**config.mk**
```make
export PLATFORM = sky130hd
export DESIGN_NAME = spc_regs
export DESIGN_NICKNAME = d
export VERILOG_FILES = /design/src/verilog/spc_regs.v /design/src/verilog/spc_pc_slot.v
export VERILOG_INCLUDE_DIRS = /design/src /design/src/verilog
export SDC_FILE = /design/constraint.sdc
export NUM_CORES = 1
export LEC_CHECK = 0
export ABC_CLOCK_PERIOD_IN_PS = 2500
export BUFFER_PORTS_ARGS = -buffer_cell sky130_fd_sc_hd__buf_2
export CAP_MARGIN = 25
export CORE_AREA = 2 2 111 113
export DETAILED_ROUTE_END_ITERATION = 10
export DIE_AREA = 0 0 113 115
export MAX_ROUTING_LAYER = met4
export PLACE_DENSITY = 0.76
export SLEW_MARGIN = 20
export SYNTH_ARGS = -nofsm -noshare
export SYNTH_HDL_FRONTEND = slang
export SYNTH_SLANG_ARGS = --single-unit
```
**constraint.sdc**
```tcl
create_clock -name CLK -period 2.5 [get_ports CLK]
set_input_delay 0.375 -clock CLK [delete_from_list [all_inputs] [get_ports CLK]]
set_output_delay 0.375 -clock CLK [all_outputs]
set_load 0.05 [all_outputs]
```
**src/verilog/spc_defs.vh**
```
`ifndef SPC_DEFS_VH
`define SPC_DEFS_VH

// Register byte addresses on the APB3 host bus.
`define SPC_ADDR_PC0_JUMP_LOW 32'h40020040
`define SPC_ADDR_PC0_JUMP_HIGH 32'h40020044
`define SPC_ADDR_PC0_CONTROL 32'h40020048
`define SPC_PC_STRIDE 32'h00000010
`define SPC_ADDR_FLAGS_STATUS 32'h40021228
`define SPC_ADDR_FLAGS_CLEAR 32'h4002122C

// Register slot offsets within one program counter group.
`define SPC_SLOT_LOW 4'h0
`define SPC_SLOT_HIGH 4'h4
`define SPC_SLOT_CTRL 4'h8

// Field layout.
`define SPC_JUMP_MSB 7
`define SPC_PC_W 9
`define SPC_HIGH_BASE 9'h100
`define SPC_CTRL_EN_BIT 0
`define SPC_NUM_PC 3
`define SPC_FLAG_W 32

// Reset values.
`define SPC_PC_RESET 9'h000
`define SPC_EN_RESET 1'h0
`define SPC_FLAGS_RESET 32'h00000000

`endif

```
**src/verilog/spc_regs.v**
```verilog
`timescale 1ns/1ps
`include "spc_defs.vh"

module spc_regs (
  input wire CLK,                         // System clock, 40 MHz.
  input wire RST,                         // Synchronous reset, active high.
  input wire PSEL,                        // APB3 select.
  input wire PENABLE,                     // APB3 access phase.
  input wire PWRITE,                      // APB3 write when high.
  input wire [31:0] PADDR,                // APB3 byte address.
  input wire [31:0] PWDATA,               // APB3 write data.
  output wire [31:0] PRDATA,              // APB3 read data.
  output wire PREADY,                     // APB3 ready, always high.
  output wire PSLVERR,                    // APB3 error on unmapped address.
  input wire [`SPC_NUM_PC-1:0] PC_ADVANCE, // Per-timeslot instruction consumed.
  input wire [`SPC_FLAG_W-1:0] FLAG_SET,  // Per-bit flag set events.
  output wire [`SPC_NUM_PC*`SPC_PC_W-1:0] PC_VALUE, // Packed program counters.
  output wire [`SPC_NUM_PC-1:0] PC_ENABLE, // Per-timeslot enable.
  output reg [`SPC_FLAG_W-1:0] FLAG_STATUS // Interrupt flag register.
);

  wire access;
  wire wr;
  wire hit_status;
  wire hit_clear;
  wire [`SPC_NUM_PC-1:0] hit_low;
  wire [`SPC_NUM_PC-1:0] hit_high;
  wire [`SPC_NUM_PC-1:0] hit_ctrl;
  wire [`SPC_NUM_PC*32-1:0] pc_rd;
  reg [31:0] rdata;
  reg [31:0] next_rdata;
  reg slverr;
  reg next_slverr;
  reg [`SPC_FLAG_W-1:0] next_flags;
  integer k;

  // Zero-wait slave: setup and access phase each take one cycle.
  assign access = PSEL && PENABLE;
  assign wr = access && PWRITE;
  assign PREADY = 1'b1;
  assign PRDATA = rdata;
  assign PSLVERR = slverr && access;
  assign hit_status = (PADDR == `SPC_ADDR_FLAGS_STATUS);
  assign hit_clear = (PADDR == `SPC_ADDR_FLAGS_CLEAR);

  genvar g;
  generate
    for (g = 0; g < `SPC_NUM_PC; g = g + 1)
    begin : gen_pc
      wire [31:0] base;
      wire [`SPC_PC_W-1:0] pc;
      wire en;
      assign base = `SPC_ADDR_PC0_JUMP_LOW + `SPC_PC_STRIDE * g;
      assign hit_low[g] = (PADDR == base + {28'h0000000, `SPC_SLOT_LOW});
      assign hit_high[g] = (PADDR == base + {28'h0000000, `SPC_SLOT_HIGH});
      assign hit_ctrl[g] = (PADDR == base + {28'h0000000, `SPC_SLOT_CTRL});
      // Jump registers read back the live counter's low byte.
      assign pc_rd[g*32 +: 32] =
        hit_low[g] ? {24'h000000, pc[`SPC_JUMP_MSB:0]} :
        hit_high[g] ? {24'h000000, pc[`SPC_JUMP_MSB:0]} :
        hit_ctrl[g] ? {31'h00000000, en} : 32'h00000000;
      assign PC_VALUE[g*`SPC_PC_W +: `SPC_PC_W] = pc;
      assign PC_ENABLE[g] = en;
      spc_pc_slot u_slot (
        .clk(CLK),
        .rst(RST),
        .jump_low(wr && hit_low[g]),
        .jump_high(wr && hit_high[g]),
        .ctrl_wr(wr && hit_ctrl[g]),
        .wdata(PWDATA),
        .advance(PC_ADVANCE[g]),
        .pc(pc),
        .enable(en)
      );
    end
  endgenerate

  always @*
  begin
    next_flags = FLAG_STATUS;
    if (wr && hit_clear)
    begin
      next_flags = FLAG_STATUS & ~PWDATA;
    end
    // Applied after the clear so a coincident set survives.
    next_flags = next_flags | FLAG_SET;
  end

  always @*
  begin
    next_rdata = 32'h00000000;
    next_slverr = 1'b0;
    for (k = 0; k < `SPC_NUM_PC; k = k + 1)
    begin
      next_rdata = next_rdata | pc_rd[k*32 +: 32];
    end
    if (hit_status)
    begin
      next_rdata = FLAG_STATUS;
    end
    if (hit_clear)
    begin
      next_rdata = 32'h00000000;
    end
    if (!(hit_status || hit_clear || (|hit_low) || (|hit_high) || (|hit_ctrl)))
    begin
      next_slverr = 1'b1;
    end
  end

  always @(posedge CLK)
  begin
    if (RST)
    begin
      FLAG_STATUS <= `SPC_FLAGS_RESET;
      rdata <= 32'h00000000;
      slverr <= 1'b0;
    end
    else
    begin
      FLAG_STATUS <= next_flags;
      // Read data is registered in the setup phase, ready for the access phase.
      if (PSEL && !PENABLE)
      begin
        rdata <= PWRITE ? 32'h00000000 : next_rdata;
        slverr <= next_slverr;
      end
    end
  end

endmodule // spc_regs

```
**src/verilog/spc_pc_slot.v**
```verilog
`timescale 1ns/1ps
`include "spc_defs.vh"

module spc_pc_slot (
  input wire clk,                         // System clock.
  input wire rst,                         // Synchronous reset, active high.
  input wire jump_low,                    // Write pulse to the low jump register.
  input wire jump_high,                   // Write pulse to the high jump register.
  input wire ctrl_wr,                     // Write pulse to the control register.
  input wire [31:0] wdata,                // Bus write data.
  input wire advance,                     // Sequencer consumed one instruction.
  output reg [`SPC_PC_W-1:0] pc,          // Next instruction address.
  output reg enable                       // Counter runs while high.
);

  reg [`SPC_PC_W-1:0] next_pc;

  always @*
  begin
    next_pc = pc;
    if (jump_low)
    begin
      next_pc = {1'b0, wdata[`SPC_JUMP_MSB:0]};
    end
    else if (jump_high)
    begin
      next_pc = `SPC_HIGH_BASE + {1'b0, wdata[`SPC_JUMP_MSB:0]};
    end
    else if (enable && advance)
    begin
      // A running counter wraps at the top of the 512-entry RAM.
      next_pc = pc + 9'h001;
    end
  end

  always @(posedge clk)
  begin
    if (rst)
    begin
      pc <= `SPC_PC_RESET;
      enable <= `SPC_EN_RESET;
    end
    else
    begin
      pc <= next_pc;
      if (ctrl_wr)
      begin
        enable <= wdata[`SPC_CTRL_EN_BIT];
      end
    end
  end

endmodule // spc_pc_slot

```
==> flow_metrics.tcl <==
set metrics [dict create \
    holdWs_ns 0.258 \
    yosys-top-cells-count "dfxtp_1, nand2_1, o21ai_0, nor2_1, inv_1" \
    cts.sinks 95 \
    swShare_pct 25.9 \
    fin_crit_sh_pct 78.5 \
    hpwl_mm 10.0 \
    synth_adder_area_share_pct 0.849 \
    drt-total-wl_mm 13.4 \
    fp.dieH_um 115 \
    ioPinCount 200 \
    gp_congestion 0.875 \
    grt_usage_pct 21.4 \
    grt_pass1_wl_mm 21.1 \
    cts.clk_slew.worst_paths_ns 0.06 \
    die_w_um 113 \
    clock_power_share_pct 42.6 \
    ys_seq_area_share_pct 43.0 \
    synth_area_um2 4420 \
    skew_ns 0.00605 \
    firstDrtPassIters 8 \
    clock.fmax_mhz 509 \
    drv_slew 0 \
    rows 40 \
    design.die.area_um2 13000 \
    cts_resized 0 \
    synth-edff-count 0 \
    status "complete, but fails checks" \
    synthXorXnorAreaFrac_pct 4.75 \
    async_reset_ff_share_pct 0 \
    tightest_slew_ns 0.919 \
    fin_cells 849 \
    numCtsBuffers 9 \
    via_per_inst 5.21 \
    synth_seq_cells 95 \
    htree_levels 3 \
    internal_power_mw 2.55 \
    start_kind "primary input" \
    synth-simple-area-share_pct 18.7 \
    drive_above_1_share_pct 35.4 \
    max_stage_delay_ns 0.84 \
    setup_viol 0 \
    criticalPathCategory "primary input to register" \
    vdd_drop_max_v 0.000463 \
    synth_top_family_by_area "simple AND/OR/NAND/NOR gates" \
    initial_core_util_pct 37.4 \
    finalSetupTns_ns 0 \
    clock_latency_ns 0.35 \
    synthMuxAreaShare_pct 7.30 \
    hold_buffers 0 \
    final-hold-violation-count 0 \
    clock_path_buffers 2 \
    grt_overflow 0 \
    netlist_instances 507 \
    area_delta_synth_final_pct 32.6 \
    drc 15 \
    violations "design-rule violations" \
    fin_crit_ns 1.96 \
    wl_per_cell_um 15.8 \
    worstPathArrival_ns 2.18 \
    end_kind "register" \
    synth_area_leaders "dfxtp_1, mux2i_1, a22o_1" \
    vias 4421 \
    drt_iter0_markers 297 \
    synth_most_common_cell "dfxtp_1" \
    port_buffers 198 \
    p_leak_nw 2.96 \
    ys_warn_count 0 \
    cp.required_ns 2.71 \
    switchingPower_mw 0.890 \
    synth_top_area_share_pct 43.0 \
    power_density_nw_per_um2 587 \
    crit_path_cell_trace "buf_2 > nor4_2 > nand4_2 > or4_1 > mux2i_1 > nor2_1" \
    antenna_found_initial 1 \
    dp_cells 832 \
    synthFlopType "dfxtp_1" \
    final_nets 803 \
    critPathMaxFanout 9 \
    rsz0062_at_grt "false" \
    postCtsSetupBuffers 0 \
    core_area_um2 11800 \
    synth_largest_area_cell "dfxtp_1" \
    drv_cap 0 \
    synth_cell_types 45 \
    syn-mean-instance-area_um2 8.72 \
    antenna_left 0 \
    relSlewSlack_pct 38.5 \
    cts_tree "yes" \
    synth_compound_area_share_pct 18.6 \
    grt_start_max_net_pins 46 \
    cp_slowest_cell "or4_1" \
    sequentialPowerShare_pct 45.9 \
    min_path_type "primary input to register" \
    p_comb_share_pct 11.5 \
    syn_nets 614 \
    grt_pass1_vias 4106 \
    clockRootBuffer "clkbuf_16" \
]
-- cell type report --
type,instances,area [µm²]
fill,1178,5950
multi-input combinational,341,2220
sequential,95,1900
timing repair buffer,213,1100
clock buffer,10,229
tap,147,184
inverter,36,135
clock inverter,6,83.8
antenna,1,2.50
-- metal layers --
| layer | GRT usage, % | wire, µm | vias up |
|---|---|---|---|
| met5 | - | 0 | - |
| met4 | 8.05 | 350 | 0 |
| met3 | 5.38 | 1050 | 26 |
| met2 | 35.0 | 6380 | 185 |
| met1 | 25.6 | 5660 | 2066 |
| li1 | - | - | 2144 |
-- flip-flops by register name, summed over array words and instances, names as in the netlist --
name,flops
FLAG_STATUS,32
PRDATA,32
gen_pc.u_slot.pc,27
gen_pc.u_slot.enable,3
slverr,1
-- critical path: cells and delay by family --
family        cells  cell delay [ns]
buf+inv           1             0.10
mux               1             0.28
simple gates      4             1.41
-- worst paths after layout --
check | slack, ns | start | endpoint | cells past startpoint
max reg2reg | 0.89 | gen_pc[0].u_slot.pc[0] | gen_pc[0].u_slot.pc[6] | 6
max | 0.54 | PADDR[27] | gen_pc[1].u_slot.pc[7] | 6
min | 0.26 | FLAG_SET[1] | FLAG_STATUS[1] | 3
min reg2reg | 0.47 | PRDATA[27] | PRDATA[27] | 1
-- placed cells by master (no fill, tap or decap), drive strengths merged, types with 2 or more instances in the layout --
master / n
o21ai: 41
dfxtp: 95
mux2i: 30
xor2: 12
nor4: 7
a21oi: 33
a211oi: 10
nor2: 37
or3: 3
nand3: 9
a22o: 24
or4: 3
bufinv: 2
and2: 3
ha: 3
buf: 213
nor4b: 3
clkbuf: 10
a221o: 7
nand4: 10
nand2: 52
inv: 37
xnor2: 12
mux2: 2
nor2b: 3
a22oi: 2
and3: 16
nor3: 8
clkinv: 3
-- cells by family after synthesis --
| kind of cell | count (synthesis) |
|---|---|
| AOI/OAI and AO/OA | 121 |
| xor gates and xnor gates | 24 |
| adders and majority gates | 3 |
| buffers and inverters | 71 |
| DFF | 95 |
| muxes | 32 |
| other | 1 |
| and+or+nand+nor | 160 |
-- power by group through the flow --
stage / clock, mW / sequential, mW / combinational (mW)
6_report: 1.46 / 1.58 / 0.397
5_1_grt: 1.57 / 1.58 / 0.426
4_1_cts: 1.50 / 1.58 / 0.398
3_5_place_dp: 0 / 1.61 / 0.396
3_3_place_gp: 0 / 1.61 / 0.393
2_1_floorplan: 0 / 1.74 / 0.103
-- per-stage QoR --
| step | setup slack, ns | total power [mW] | instance area [µm²] | utilization (%) |
|---|---|---|---|---|
| 2_1_floorplan | 0.524 | 1.84 | 4420 | - |
| 3_3_place_gp | 0.239 | 2.01 | 5550 | 47.0 |
| 3_5_place_dp | 0.183 | 2.01 | 5550 | 47.0 |
| 4_1_cts | 0.531 | 3.48 | 5860 | 49.6 |
| 5_1_grt | 0.419 | 3.58 | 5860 | 49.7 |
| 6_report | 0.537 | 3.44 | 5860 | 49.7 |
No activity file was read; power rests on OpenSTA's default activity.
